==> src/dxsmr_params.svh <==
// constants for the extender sublayer management register bank
// Behaviour
// - every register address in this device's space gets an answer
// - writes to undefined or read-only addresses change no state
// - reserved bits read zero and writes to them do nothing
// - latching-low bit stays low until read, then shows present condition
// - latching-high bit stays high until read, then shows present condition
// - reset bit returns all registers to defaults, bit 15 reads one
// - reset bit reads one while reset runs, clears when done
// - software reset finishes within 0.5 s
// - during reset, reads of reset bit and present field still answered
// - loopback active exactly while loopback bit is one
// - in loopback, transmit data is returned on receive path
// - low-power state still services management accesses
// - invalid speed selection writes are discarded
// - writes to status 1, status 2 and lane status have no effect
// - receive link status is latching low
// - identifier fields built from OUI, model and revision
// - transmit fault is latching high
// - receive fault is latching high
// - without pattern testing, enable bit writes dropped, reads zero
// - pattern select 10 mixed, 01 low, 00 high frequency
`ifndef DXSMR_PARAMS_SVH
`define DXSMR_PARAMS_SVH

// ****************************************
// register addresses
// ****************************************
`define DXSMR_A_CTRL1   16'h0000
`define DXSMR_A_STAT1   16'h0001
`define DXSMR_A_ID1     16'h0002
`define DXSMR_A_ID2     16'h0003
`define DXSMR_A_SPEED   16'h0004
`define DXSMR_A_DEVS1   16'h0005
`define DXSMR_A_DEVS2   16'h0006
`define DXSMR_A_STAT2   16'h0008
`define DXSMR_A_PKG1    16'h000E
`define DXSMR_A_PKG2    16'h000F
`define DXSMR_A_LANE    16'h0018
`define DXSMR_A_TEST    16'h0019

// ****************************************
// control field positions and values
// ****************************************
`define DXSMR_B_RESET   15
`define DXSMR_B_LOOP    14
`define DXSMR_B_SPD_HI  13
`define DXSMR_B_LOWPWR  11
`define DXSMR_B_SPD_LO  6
`define DXSMR_SPD_FIELD 4'h0
`define DXSMR_CTRL_RST  16'h2040
`define DXSMR_PRESENT   2'h2
`define DXSMR_TEST_RST  3'h0

// ****************************************
// timing
// ****************************************
`define DXSMR_RESET_MAX_NS 500000000
`define DXSMR_CLK_NS       40
`define DXSMR_RESET_CYC    (`DXSMR_RESET_MAX_NS / `DXSMR_CLK_NS)

`endif

==> src/dxsmr_pkg.sv <==
// types for the extender sublayer management register bank
`default_nettype none
package dxsmr_pkg;

    typedef struct packed {
        logic        req;
        logic        wr;
        logic [15:0] addr;
        logic [15:0] wdata;
    } dxsmr_mgmt_req_t;

    typedef struct packed {
        logic        ack;
        logic [15:0] rdata;
    } dxsmr_mgmt_rsp_t;

    typedef struct packed {
        logic       en;
        logic [1:0] sel;
    } dxsmr_test_t;

    typedef enum logic [1:0] {
        DXSMR_PAT_HIGH,
        DXSMR_PAT_LOW,
        DXSMR_PAT_MIXED,
        DXSMR_PAT_NONE
    } dxsmr_pattern_t;

    typedef enum { DXSMR_RUN, DXSMR_RESETTING } dxsmr_state_t;

endpackage
`default_nettype wire

==> src/dxsmr_regs.sv <==
// management register bank of the dte side extender sublayer
`timescale 1ns/100ps
`default_nettype none
`include "dxsmr_params.svh"

module dxsmr_regs
    import dxsmr_pkg::*;
#(
    parameter int          RESET_CYCLES     = `DXSMR_RESET_CYC,
    parameter int          RESET_WORK       = 16,
    parameter bit          PATTERN_TEST_OPT = 1'b1,
    parameter logic [21:0] OUI_BITS         = 22'h000000, // arbitrary value
    parameter logic [5:0]  MODEL_NUM        = 6'h00,      // arbitrary value
    parameter logic [3:0]  REVISION_NUM     = 4'h0,       // arbitrary value
    parameter int          DW               = 32
) (
    // clock and reset
    input  wire logic            clock_i,
    input  wire logic            nrst_i,
    // management access
    input  wire dxsmr_mgmt_req_t mgmt_req_i,
    output var  dxsmr_mgmt_rsp_t mgmt_rsp_o,
    // raw conditions from the datapath, same clock
    input  wire logic            link_up_i,
    input  wire logic            tx_fault_i,
    input  wire logic            rx_fault_i,
    input  wire logic [3:0]      lane_sync_i,
    input  wire logic            lane_align_i,
    // datapath
    input  wire logic [DW-1:0]   tx_data_i,
    input  wire logic [DW-1:0]   rx_line_i,
    output logic      [DW-1:0]   rx_data_o,
    // mode outputs
    output logic                 loopback_o,
    output logic                 low_power_o,
    output logic                 soft_reset_o,
    output var  dxsmr_test_t     test_o
);

    // ****************************************
    // reset release
    // ****************************************
    logic [1:0] rst_sync;
    logic       rst_n;

    always_ff @(posedge clock_i or negedge nrst_i) begin
        if (!nrst_i) begin
            rst_sync <= 2'h0;
        end else begin
            rst_sync <= {rst_sync[0], 1'b1};
        end
    end
    assign rst_n = rst_sync[1];

    function automatic logic is_addr(input dxsmr_mgmt_req_t r, input logic [15:0] a);
        is_addr = r.req && (r.addr == a);
    endfunction

    // ****************************************
    // software reset sequencer
    // ****************************************
    dxsmr_state_t state;
    logic [31:0]  rst_cnt;
    logic         wr_ctrl;
    logic         resetting;
    logic         clr_regs;

    // only control and test take writes
    assign wr_ctrl   = is_addr(mgmt_req_i, `DXSMR_A_CTRL1) && mgmt_req_i.wr;
    assign resetting = (state == DXSMR_RESETTING);
    // registers take defaults in the first reset cycle
    assign clr_regs  = resetting && (rst_cnt == 32'h0);

    always_ff @(posedge clock_i or negedge rst_n) begin
        if (!rst_n) begin
            state   <= DXSMR_RUN;
            rst_cnt <= 32'h0;
        end else begin
            case (state)
                DXSMR_RUN: begin
                    if (wr_ctrl && mgmt_req_i.wdata[`DXSMR_B_RESET]) begin
                        state   <= DXSMR_RESETTING;
                        rst_cnt <= 32'h0;
                    end
                end
                DXSMR_RESETTING: begin
                    if (rst_cnt >= 32'(RESET_WORK - 1)) begin
                        state <= DXSMR_RUN;
                    end else begin
                        rst_cnt <= rst_cnt + 32'h1;
                    end
                end
                default: state <= DXSMR_RUN;
            endcase
        end
    end

    // ****************************************
    // control register
    // ****************************************
    logic loop_en;
    logic lowpwr;

    // control bits; speed field is fixed so bad values never land
    always_ff @(posedge clock_i or negedge rst_n) begin
        if (!rst_n) begin
            loop_en <= 1'b0;
            lowpwr  <= 1'b0;
        end else if (clr_regs) begin
            loop_en <= 1'b0;
            lowpwr  <= 1'b0;
        end else if (wr_ctrl && !resetting) begin
            loop_en <= mgmt_req_i.wdata[`DXSMR_B_LOOP];
            lowpwr  <= mgmt_req_i.wdata[`DXSMR_B_LOWPWR];
        end
    end

    // ****************************************
    // latching status
    // ****************************************
    logic rd_stat1;
    logic rd_stat2;
    logic link_lat;
    logic txf_lat;
    logic rxf_lat;

    assign rd_stat1 = is_addr(mgmt_req_i, `DXSMR_A_STAT1) && !mgmt_req_i.wr && !resetting;
    assign rd_stat2 = is_addr(mgmt_req_i, `DXSMR_A_STAT2) && !mgmt_req_i.wr && !resetting;

    // link latches low; a drop during the read cycle still wins
    always_ff @(posedge clock_i or negedge rst_n) begin
        if (!rst_n) begin
            link_lat <= 1'b0;
        end else if (clr_regs) begin
            link_lat <= 1'b0;
        end else if (!link_up_i) begin
            link_lat <= 1'b0;
        end else if (rd_stat1) begin
            link_lat <= 1'b1;
        end
    end

    // faults latch high; a new fault outranks the read
    always_ff @(posedge clock_i or negedge rst_n) begin
        if (!rst_n) begin
            txf_lat <= 1'b0;
            rxf_lat <= 1'b0;
        end else if (clr_regs) begin
            txf_lat <= 1'b0;
            rxf_lat <= 1'b0;
        end else begin
            txf_lat <= tx_fault_i || (txf_lat && !rd_stat2);
            rxf_lat <= rx_fault_i || (rxf_lat && !rd_stat2);
        end
    end

    // ****************************************
    // test pattern control
    // ****************************************
    logic       tst_en;
    logic [1:0] tst_sel;
    logic       wr_test;

    assign wr_test = is_addr(mgmt_req_i, `DXSMR_A_TEST) && mgmt_req_i.wr && !resetting;

    always_ff @(posedge clock_i or negedge rst_n) begin
        if (!rst_n) begin
            {tst_en, tst_sel} <= `DXSMR_TEST_RST;
        end else if (clr_regs) begin
            {tst_en, tst_sel} <= `DXSMR_TEST_RST;
        end else if (wr_test && PATTERN_TEST_OPT) begin
            tst_en  <= mgmt_req_i.wdata[2];
            tst_sel <= mgmt_req_i.wdata[1:0];
        end
    end

    // ****************************************
    // read mux
    // ****************************************
    logic [15:0] next_rdata;

    // every address answers, reserved reads zero
    always_comb begin
        next_rdata = 16'h0000;
        case (mgmt_req_i.addr)
            `DXSMR_A_CTRL1: begin
                next_rdata = `DXSMR_CTRL_RST;
                next_rdata[`DXSMR_B_RESET]  = resetting;
                next_rdata[`DXSMR_B_LOOP]   = loop_en && !resetting;
                next_rdata[`DXSMR_B_LOWPWR] = lowpwr && !resetting;
            end
            `DXSMR_A_STAT1: next_rdata = {13'h0, link_up_i && link_lat, lowpwr, 1'b0};
            `DXSMR_A_ID1,
            `DXSMR_A_PKG1:  next_rdata = OUI_BITS[21:6];
            `DXSMR_A_ID2,
            `DXSMR_A_PKG2:  next_rdata = {OUI_BITS[5:0], MODEL_NUM, REVISION_NUM};
            `DXSMR_A_SPEED: next_rdata = 16'h0001;
            `DXSMR_A_DEVS1: next_rdata = 16'h0020;
            `DXSMR_A_STAT2: next_rdata = {`DXSMR_PRESENT, 2'h0, txf_lat, rxf_lat, 10'h0};
            `DXSMR_A_LANE:  next_rdata = {3'h0, lane_align_i, 8'h0, lane_sync_i};
            `DXSMR_A_TEST:  next_rdata = PATTERN_TEST_OPT ? {13'h0, tst_en, tst_sel} : 16'h0000;
            default:        next_rdata = 16'h0000;
        endcase
        // only reset bit, fixed speed bits and present field while resetting
        if (resetting && mgmt_req_i.addr != `DXSMR_A_STAT2 && mgmt_req_i.addr != `DXSMR_A_CTRL1) begin
            next_rdata = 16'h0000;
        end
        if (resetting && mgmt_req_i.addr == `DXSMR_A_STAT2) begin
            next_rdata = {`DXSMR_PRESENT, 14'h0};
        end
    end

    always_ff @(posedge clock_i or negedge rst_n) begin
        if (!rst_n) begin
            mgmt_rsp_o <= '0;
        end else begin
            mgmt_rsp_o.ack   <= mgmt_req_i.req;
            mgmt_rsp_o.rdata <= mgmt_req_i.req ? next_rdata : 16'h0000;
        end
    end

    // ****************************************
    // datapath and mode outputs
    // ****************************************
    // loopback returns transmit data
    always_ff @(posedge clock_i or negedge rst_n) begin
        if (!rst_n) begin
            rx_data_o <= '0;
        end else begin
            rx_data_o <= loop_en ? tx_data_i : rx_line_i;
        end
    end

    // mode pins follow the control bits
    always_ff @(posedge clock_i or negedge rst_n) begin
        if (!rst_n) begin
            loopback_o   <= 1'b0;
            low_power_o  <= 1'b0;
            soft_reset_o <= 1'b0;
            test_o       <= '0;
        end else begin
            loopback_o   <= loop_en;
            low_power_o  <= lowpwr;
            soft_reset_o <= resetting;
            test_o       <= '{en: tst_en, sel: tst_sel};
        end
    end

    // ****************************************
    // checks
    // ****************************************
    int unsigned rst_age;
    always_ff @(posedge clock_i or negedge rst_n) begin
        if (!rst_n) begin
            rst_age <= 0;
        end else begin
            rst_age <= resetting ? rst_age + 1 : 0;
        end
    end

    property p_reset_bound;
        @(posedge clock_i) disable iff (!rst_n) rst_age <= RESET_CYCLES;
    endproperty
    a_reset_bound: assert property (p_reset_bound) else $error("soft reset too long");

    property p_reset_reads_one;
        @(posedge clock_i) disable iff (!rst_n)
            resetting && is_addr(mgmt_req_i, `DXSMR_A_CTRL1) |=> mgmt_rsp_o.ack && mgmt_rsp_o.rdata[15];
    endproperty
    a_reset_reads_one: assert property (p_reset_reads_one) else $error("reset bit not one");

    property p_present_in_reset;
        @(posedge clock_i) disable iff (!rst_n)
            resetting && is_addr(mgmt_req_i, `DXSMR_A_STAT2) |=> mgmt_rsp_o.rdata[15:14] == `DXSMR_PRESENT;
    endproperty
    a_present_in_reset: assert property (p_present_in_reset) else $error("present field lost");

    property p_ack;
        @(posedge clock_i) disable iff (!rst_n) mgmt_req_i.req |=> mgmt_rsp_o.ack;
    endproperty
    a_ack: assert property (p_ack) else $error("access not answered");

    property p_link_low_hold;
        @(posedge clock_i) disable iff (!rst_n) !link_up_i ##1 !rd_stat1 |=> !link_lat;
    endproperty
    a_link_low_hold: assert property (p_link_low_hold) else $error("link latch released early");

    property p_txf_hold;
        @(posedge clock_i) disable iff (!rst_n || clr_regs) txf_lat && !rd_stat2 |=> txf_lat;
    endproperty
    a_txf_hold: assert property (p_txf_hold) else $error("tx fault latch lost");

    property p_rxf_hold;
        @(posedge clock_i) disable iff (!rst_n || clr_regs) rxf_lat && !rd_stat2 && !clr_regs |=> rxf_lat;
    endproperty
    a_rxf_hold: assert property (p_rxf_hold) else $error("rx fault latch lost");

    property p_loop_data;
        @(posedge clock_i) disable iff (!rst_n) loop_en |=> rx_data_o == $past(tx_data_i);
    endproperty
    a_loop_data: assert property (p_loop_data) else $error("loopback data wrong");

    property p_ro_write;
        @(posedge clock_i) disable iff (!rst_n)
            mgmt_req_i.req && mgmt_req_i.wr && mgmt_req_i.addr != `DXSMR_A_CTRL1
            && mgmt_req_i.addr != `DXSMR_A_TEST && !clr_regs
            |=> $stable(loop_en) && $stable(lowpwr) && $stable(tst_en) && $stable(tst_sel);
    endproperty
    a_ro_write: assert property (p_ro_write) else $error("write changed state");

    property p_test_zero;
        @(posedge clock_i) disable iff (!rst_n) !PATTERN_TEST_OPT |-> !tst_en;
    endproperty
    a_test_zero: assert property (p_test_zero) else $error("test enable set");

    c_soft_reset: cover property (@(posedge clock_i) disable iff (!rst_n) $fell(resetting));
    c_loopback:   cover property (@(posedge clock_i) disable iff (!rst_n) $rose(loop_en));
    c_link_read:  cover property (@(posedge clock_i) disable iff (!rst_n) !link_lat ##1 rd_stat1 ##1 link_lat);

endmodule
`default_nettype wire

==> config.mk <==
export PLATFORM = sky130hd
export DESIGN_NAME = dxsmr_regs
export DESIGN_NICKNAME = d
export VERILOG_FILES = /design/src/dxsmr_pkg.sv /design/src/dxsmr_regs.sv
export VERILOG_INCLUDE_DIRS = /design/src /design/src/src
export SDC_FILE = /design/constraint.sdc
export NUM_CORES = 1
export LEC_CHECK = 0
export ABC_AREA = 1
export BUFFER_PORTS_ARGS = -buffer_cell sky130_fd_sc_hd__buf_2
export CAP_MARGIN = 10
export CORE_MARGIN = 2
export CORE_UTILIZATION = 51
export DETAILED_ROUTE_END_ITERATION = 8
export HOLD_SLACK_MARGIN = 0.03
export PLACE_DENSITY = 0.86
export SYNTH_ARGS = -nofsm -noshare
export SYNTH_HDL_FRONTEND = slang
export SYNTH_SLANG_ARGS = --single-unit
==> constraint.sdc <==
create_clock -name clock_i -period 4.6 [get_ports clock_i]
set_clock_uncertainty 0.15 [all_clocks]
set_input_delay 0.23 -clock clock_i [delete_from_list [all_inputs] [get_ports clock_i]]
set_output_delay 0.23 -clock clock_i [all_outputs]
set_load 0.005 [all_outputs]
==> flow_metrics.tcl, run 1 <==
set metrics [dict create \
    status "completed" \
    yosys.area_share.simple_pct 30.0 \
    fmax_mhz 372 \
    antenna_found_initial 0 \
    clk_pin_slew_ns 0.10 \
    clock_sinks 93 \
    cp_max_fo 35 \
    avgSynthCellArea_um2 8.34 \
    cp.required_ns 4.76 \
    die_w_um 91.6 \
    finalWeightedCongestion 0.893 \
    slew_viol_final 0 \
    grt_pass1_wl_mm 21.5 \
    hpwlAfterDp_mm 6.42 \
    yosysWarnings 0 \
    period_minus_slack_ns 2.69 \
    grt_max_degree 77 \
    num_rows 31 \
    die_area_mm2 0.00838 \
    switching_power_uw 394 \
    cts_tree "done" \
    yosysUniqueCellTypes 24 \
    min_delay_path_depth 5 \
    maxCapViolCount 0 \
    h-tree-depth 3 \
    async_reset_ff_share_pct 100 \
    tightestPinTransition_ns 1.07 \
    vias 4194 \
    synth_edf_count 0 \
    syn_area_mm2 0.00391 \
    synth_top_area_share_pct 59.5 \
    sequentialPowerShare_pct 53.4 \
    synth_mux_area_share_pct 0 \
    ys_ff_latch 93 \
    clockRootBuffer "clkbuf_8" \
    drc 0 \
    grt_pass1_vias 4324 \
    start_kind "flop" \
    cts.path.max_buffers 2 \
    post-route-util_pct 77.7 \
    dp_cells 705 \
    cts_resized 0 \
    port_buffers 148 \
    synth_commonest_cells "nand2_1 (154), dfrtp_1 (93), nor2_1 (87)" \
    num_io_pins 163 \
    reg2regPathDepth 5 \
    clk_latency_ns 0.38 \
    ant_nets 0 \
    drt_first_pass_iters 5 \
    pwr_density_cell_mw_per_mm2 276 \
    finalSetupViolCount 0 \
    relSlewSlack_pct 28.9 \
    grt_overflow 0 \
    finalSetupTns_ns 0 \
    combPwrFrac_pct 10.7 \
    rsz0062_at_grt "no" \
    vdd_drop_max_v 0.000213 \
    die_height_um 91.6 \
    drt-initial-drc-count 307 \
    swShare_pct 25.1 \
    hold_class "in2reg" \
    synth.area.top_cells "dfrtp_1 (60%), nand2_1 (15%), nor2_1 (8.4%)" \
    hold_viol 0 \
    numCtsBuffers 9 \
    drt-vias-per-instance 5.24 \
    wl_per_cell_um 16.9 \
    p_clk_share_pct 35.9 \
    layoutNonFillerInstCount 800 \
    synth_top_family_by_area "simple AND/OR/NAND/NOR gates" \
    synth_fa_ha_area_share_pct 0.640 \
    initial_utilization_pct 53.3 \
    synth_top_cell_by_area "dfrtp_1" \
    path_class "reg2reg" \
    syn-instance-count 469 \
    drive_above_1_share_pct 25.1 \
    area_growth_pct 45.7 \
    synth-seq-area-share_pct 59.5 \
    synth_xor_area_share_pct 0.224 \
    antennaDiodeCount 0 \
    drt-total-wl_mm 13.5 \
    end_kind "flop" \
    coreArea_mm2 0.00733 \
    period_share_pct 58.4 \
    nNetsFinal 806 \
    cp.arrival_ns 2.85 \
    synth_ff_type "dfrtp_1" \
    grt_usage_pct 33.5 \
    leakage_nw 3.12 \
    synth_most_common_cell "nand2_1" \
    power.internal_mw 1.18 \
    synth_compound_area_share_pct 1.66 \
]
[layer usage]
metal  GRT usage, %  wire (um)  vias up
met1           40.2       4950     1951
li1               -          -     1854
met5              0          0        -
met3           9.54       1360       86
met4           16.9        767        0
met2           55.2       6460      303
[power groups by stage]
stage          Sequential, mW  Clock, mW  Combinational (mW)
2_1_floorplan           0.866          0              0.0239
3_3_place_gp            0.854          0              0.0972
3_5_place_dp            0.855          0               0.100
4_1_cts                 0.837      0.547               0.154
5_1_grt                 0.840      0.602               0.181
6_report                0.839      0.563               0.169
[worst paths after layout]
kind                           startpoint            end  slack (ns)
setup / recovery                  loop_en  rx_data_o[30]        1.91
hold / removal             lane_sync_i[1]  mgmt_rsp_o[1]        0.07
setup reg to reg                  loop_en  rx_data_o[30]        1.91
hold reg to reg               rst_sync[0]    rst_sync[1]        0.24
max in group asynchronous     rst_sync[1]  rx_data_o[10]        3.29
min in group asynchronous     rst_sync[1]    rst_cnt[25]        0.42
[repair_timing]
action | 4_1_cts | 5_1_grt
hold buffers | 79 | 0
hold endpoints to repair | 57 | 0
setup buffers | 0 | 0
[registers in the layout, summed over array words and instances, names as in the netlist]
signal / flops
rst_cnt: 32
rx_data_o: 32
mgmt_rsp_o: 12
test_o: 3
rst_sync: 2
tst_sel: 2
link_lat: 1
loop_en: 1
loopback_o: 1
low_power_o: 1
lowpwr: 1
rxf_lat: 1
soft_reset_o: 1
state: 1
tst_en: 1
txf_lat: 1
[layout by cell type (no fill, tap or decap), drive strengths merged, types with 7 or more instances in the layout]
cell,synthesis,routed
inv,55,56
nor3,9,9
a21oi,9,9
nand2,157,157
nor2,91,91
nand4,7,7
dfrtp,93,93
clkbuf,7,9
buf,9,150
dlygate4sd3,0,79
nand3,20,20
[cell families (layout without fill, tap and decap cells)]
family | count (synthesis) | count (layout)
simple gates | 287 | 287
buf+inv | 71 | 300
xor+xnor | 1 | 1
compound gates | 13 | 13
other cells | 2 | 5
flops | 93 | 93
fa+ha+maj | 2 | 2
[per-stage QoR]
step / cell area (um2) / hold slack, ns / worst slack (ns) / total power, mW
2_1_floorplan: 3920 / -0.216 / 1.67 / 0.890
3_3_place_gp: 4710 / -0.131 / 2.48 / 0.952
3_5_place_dp: 4710 / -0.129 / 2.38 / 0.955
4_1_cts: 5700 / 0.0763 / 2.20 / 1.54
5_1_grt: 5700 / 0.108 / 1.91 / 1.62
6_report: 5700 / 0.0722 / 1.91 / 1.57
[layout make-up]
type | count | area, um2
fillers | 404 | 1630
clock buffers | 9 | 124
clock inverters | 7 | 73.8
inverters | 55 | 206
flip-flops and latches | 93 | 2330
multi-input cells | 308 | 1290
repair buffers | 229 | 1550
well taps | 99 | 124
[critical path: stages (launching register included)]
cell	delay (ns)
dfrtp_1	0.40
buf_4	0.26
inv_1	0.82
nand2_1	0.28
nand2_1	0.13
dlygate4sd3_1	0.57
Power figures use the tool's default switching activity.
==> run 2: changes to the inputs <==
--- a/config.mk
+++ b/config.mk
@@ -10,10 +10,10 @@
 export BUFFER_PORTS_ARGS = -buffer_cell sky130_fd_sc_hd__buf_2
 export CAP_MARGIN = 10
 export CORE_MARGIN = 2
-export CORE_UTILIZATION = 51
+export CORE_UTILIZATION = 48
 export DETAILED_ROUTE_END_ITERATION = 8
 export HOLD_SLACK_MARGIN = 0.03
-export PLACE_DENSITY = 0.86
+export PLACE_DENSITY = 0.82
 export SYNTH_ARGS = -nofsm -noshare
 export SYNTH_HDL_FRONTEND = slang
 export SYNTH_SLANG_ARGS = --single-unit
==> constraint.sdc (replaced) <==
create_clock -name clock_i -period 2.7 [get_ports clock_i]
set_clock_uncertainty 0.15 [all_clocks]
set_input_delay 0.135 -clock clock_i [delete_from_list [all_inputs] [get_ports clock_i]]
set_output_delay 0.135 -clock clock_i [all_outputs]
set_load 0.005 [all_outputs]
==> flow_metrics.tcl, run 2 (same netlist as run 1, synthesis figures left out) <==
set metrics [dict create \
    drive_above_1_share_pct 24.9 \
    cts_tree "done" \
    clockRootBuffer "clkbuf_8" \
    timing.rr.start "rst_cnt[8]" \
    initial_utilization_pct 50.1 \
    fmax_mhz 435 \
    layoutNonFillerInstCount 808 \
    nNetsFinal 811 \
    cp-endpoint "link_lat" \
    drt-vias-per-instance 4.96 \
    hold_viol 0 \
    cp_max_fo 4 \
    hold_class "in2reg" \
    period_minus_slack_ns 2.30 \
    pwr_density_cell_mw_per_mm2 478 \
    area_growth_pct 47.9 \
    reg2reg_slack_ns 0.40 \
    die_height_um 94.3 \
    post-route-util_pct 74.1 \
    cts_resized 0 \
    finalWeightedCongestion 0.838 \
    antennaDiodeCount 0 \
    ant_nets 0 \
    tightestPinTransition_ns 1.04 \
    post-place-ws_ns 0.726 \
    drt_first_pass_iters 5 \
    h-tree-depth 3 \
    cts_hold_buf 83 \
    coreArea_mm2 0.00781 \
    path_class "reg2reg" \
    grt_overflow 0 \
    grt_pass1_wl_mm 19.2 \
    port_buffers 148 \
    final_common_cell "nand2_1" \
    num_rows 32 \
    wl_per_cell_um 14.9 \
    cp.required_ns 2.82 \
    vdd_drop_max_v 0.000365 \
    drc 0 \
    drt-initial-drc-count 254 \
    drt-total-wl_mm 12.1 \
    leakage_nw 3.15 \
    reg2regPathDepth 7 \
    reg_top3 "rst_cnt x32, rx_data_o x32, mgmt_rsp_o x12" \
    final_cell_mix "nand2_1 (154), buf_2 (148), dfrtp_1 (92)" \
    finalSetupTns_ns 0 \
    antenna_found_initial 0 \
    end_kind "flop" \
    num_io_pins 163 \
    hold_ws_ns 0.0521 \
    vias 4011 \
    period_share_pct 85.0 \
    clock_sinks 93 \
    slew_viol_final 0 \
    design_area_mm2 0.00578 \
    die_w_um 94.3 \
    dp_cells 709 \
    detailed_place.area_mm2 0.00473 \
    cp.arrival_ns 2.41 \
    hpwlAfterDp_mm 6.53 \
    clk_pin_slew_ns 0.10 \
    start_kind "flop" \
    cts.path.max_buffers 2 \
    r2r-end "link_lat" \
    die_area_mm2 0.00888 \
    finalSetupViolCount 0 \
    rsz0062_at_grt "no" \
    clk_latency_ns 0.38 \
    setup.worst_path.start "rst_cnt[8]" \
    grt_pass1_vias 4138 \
    grt_usage_pct 28.4 \
    fin_ws_ns 0.404 \
    finalPower_mw 2.76 \
    relSlewSlack_pct 30.8 \
    grt_max_degree 50 \
    numCtsBuffers 9 \
    post-cts-setup-buffers 0 \
    maxCapViolCount 0 \
    status "completed" \
]
-- run 2: area by class of cell --
cell class | instances | area, um2
multi-input cells | 308 | 1290
clock buffers | 10 | 128
inverters | 55 | 206
well taps | 102 | 128
clock inverters | 6 | 92.6
fillers | 471 | 2020
flip-flops and latches | 93 | 2330
repair buffers | 234 | 1610
-- run 2: report_power, final --
part           total, mW  leakage [nW]  internal [mW]  switching, mW
Sequential          1.44          1.19           1.42         0.0221
Clock               1.05         0.104          0.529          0.521
Combinational      0.272          1.86          0.160          0.112
-- run 2: routing by layer --
layer | routed length (um) | GRT usage [%] | vias to the layer above | share of wire, %
met3 | 941 | 6.74 | 51 | 7.8
met1 | 4660 | 34.1 | 1873 | 39
li1 | - | - | 1863 | -
met2 | 6010 | 48.2 | 224 | 50
met5 | 0 | 0 | - | 0
met4 | 461 | 13.4 | 0 | 3.8
-- run 2: worst max-delay path, stage by stage (launching register included) --
cell,delay (ns)
dfrtp_1,0.41
nor2_1,0.20
nand2_1,0.08
nor2_1,0.23
nand2_1,0.09
nor3_1,0.35
nor3_1,0.10
dlygate4sd3_1,0.57
-- run 2: worst min-delay path by stage --
stage                   startpoint             to  slack (ns)  cells past startpoint
floorplan                   nrst_i    rst_sync[0]       -0.31                      0
global placement            nrst_i    rst_sync[0]       -0.23                      1
detailed placement          nrst_i    rst_sync[0]       -0.23                      1
CTS                 mgmt_req_i[16]  mgmt_rsp_o[0]        0.05                      4
global route        mgmt_req_i[18]  mgmt_rsp_o[5]        0.08                      5
finish              mgmt_req_i[16]  mgmt_rsp_o[0]        0.05                      4
==> run 3: changes to the inputs <==
==> constraint.sdc (replaced) <==
create_clock -name clock_i -period 2.7 [get_ports clock_i]
set_clock_uncertainty 0.15 [all_clocks]
set_input_delay 0.27 -clock clock_i [delete_from_list [all_inputs] [get_ports clock_i]]
set_output_delay 0.27 -clock clock_i [all_outputs]
set_load 0.005 [all_outputs]
==> flow_metrics.tcl, run 3 (same netlist as run 1, synthesis figures left out) <==
set metrics [dict create \
    num_io_pins 163 \
    nNetsFinal 804 \
    num_rows 32 \
    crit_top_cell "nand2_1" \
    area_growth_pct 46.2 \
    leakage_nw 3.12 \
    start_kind "flop" \
    grt_max_degree 50 \
    cp.required_ns 2.86 \
    die_height_um 94.3 \
    drt-vias-per-instance 4.91 \
    slew_viol_final 0 \
    fin_ws_ns 0.412 \
    cp.arrival_ns 2.45 \
    hold_class "in2async" \
    drt-initial-drc-count 273 \
    clock_sinks 93 \
    cts_tree "done" \
    hold_viol 0 \
    clk_latency_ns 0.38 \
    cts.path.max_buffers 2 \
    tightestPinTransition_ns 1.07 \
    vdd_drop_max_v 0.000374 \
    finalWeightedCongestion 0.837 \
    hpwlAfterDp_mm 6.55 \
    grt_pass1_vias 4105 \
    period_minus_slack_ns 2.29 \
    antenna_found_initial 1 \
    post-route-util_pct 73.2 \
    finalPower_mw 2.76 \
    grt_overflow 0 \
    drc 0 \
    cp_slowest_stage_delay_ns 0.77 \
    cp_max_fo 33 \
    wl_per_cell_um 15.3 \
    finalSetupViolCount 0 \
    drt_first_pass_iters 5 \
    final_cell_mix "nand2_1 (154), buf_2 (148), dfrtp_1 (92)" \
    path_class "reg2reg" \
    h-tree-depth 3 \
    port_buffers 148 \
    drive_above_1_share_pct 25.2 \
    period_share_pct 84.7 \
    drt-total-wl_mm 12.2 \
    grt_pass1_wl_mm 19.7 \
    grt_usage_pct 29.4 \
    detailed_place.area_mm2 0.00473 \
    dp_cells 709 \
    vias 3941 \
    end_kind "flop" \
    final_common_cell "nand2_1" \
    fmax_mhz 437 \
    ant_nets 0 \
    post-place-ws_ns 0.599 \
    reg_top3 "rst_cnt x32, rx_data_o x32, mgmt_rsp_o x12" \
    layoutNonFillerInstCount 802 \
    die_w_um 94.3 \
    slowest_stage "inv_1" \
    clk_pin_slew_ns 0.11 \
    relSlewSlack_pct 28.7 \
    rsz0062_at_grt "no" \
    die_area_mm2 0.00888 \
    post-cts-setup-buffers 0 \
    path_cells "inv_1 > nand2_1 > nand2_1 > dlygate4sd3_1" \
    hold_ws_ns 0.0593 \
    finalSetupTns_ns 0 \
    n_fill_cell 509 \
    design_area_mm2 0.00572 \
    status "completed" \
    clockRootBuffer "clkbuf_8" \
    maxCapViolCount 0 \
    initial_utilization_pct 50.1 \
    numCtsBuffers 9 \
    pwr_density_cell_mw_per_mm2 483 \
    coreArea_mm2 0.00781 \
]
[run 3: changes by cell type in the layout (fill, tap and decap cells not counted), sizes merged]
cell / before / now
diode: 0 / 1
dlygate4sd3: 83 / 76
[run 3: timing repair]
| item | CTS | global route |
|---|---|---|
| resized for setup | 0 | 0 |
| hold buffers | 76 | 0 |
| hold endpoints to repair | 45 | 0 |
[run 3: path summary, 6_finish.rpt]
| path | startpoint | end | slack, ns | cells after the start |
|---|---|---|---|---|
| min in group clock_i | lane_sync_i[1] | mgmt_rsp_o[1] | 0.11 | 5 |
| hold reg to reg | rst_sync[1] | rx_data_o[8] | 0.18 | 0 |
| setup / recovery | loop_en | rx_data_o[11] | 0.41 | 4 |
| hold / removal | nrst_i | rst_sync[0] | 0.06 | 2 |
| setup reg to reg | loop_en | rx_data_o[11] | 0.41 | 4 |
| max in group asynchronous | rst_sync[1] | tst_sel[1] | 1.57 | 1 |
[run 3: worst max-delay path: cells and delay by family (launching register included)]
kind / cells / cell delay [ns]
DFF: 1 / 0.40
buffers and inverters: 2 / 1.33
and+or+nand+nor: 2 / 0.32
[run 3: power breakdown]
group	total (mW)	internal (mW)	switching, mW
sequential	1.44	1.42	0.0218
combinational	0.269	0.155	0.114
clock	1.05	0.529	0.526
[run 3: area by class of cell]
| cell class | instances | area [um2] | share of cell area, % |
|---|---|---|---|
| Antenna cell | 1 | 2.50 | 0.0438 |
| Sequential cell | 93 | 2330 | 40.8 |
| Multi-Input combinational cell | 308 | 1290 | 22.6 |
| Clock buffer | 10 | 128 | 2.23 |
| Tap cell | 102 | 128 | 2.23 |
| Inverter | 55 | 206 | 3.61 |
| Timing Repair Buffer | 227 | 1540 | 26.9 |
| Clock inverter | 6 | 92.6 | 1.62 |
[run 3: layer usage]
metal	global-route usage, %	share of wire (%)	routed length, um
met5	0	0	0
met4	14.0	4.4	544
met3	6.58	8.0	974
met2	50.4	49	6050
met1	34.8	38	4670
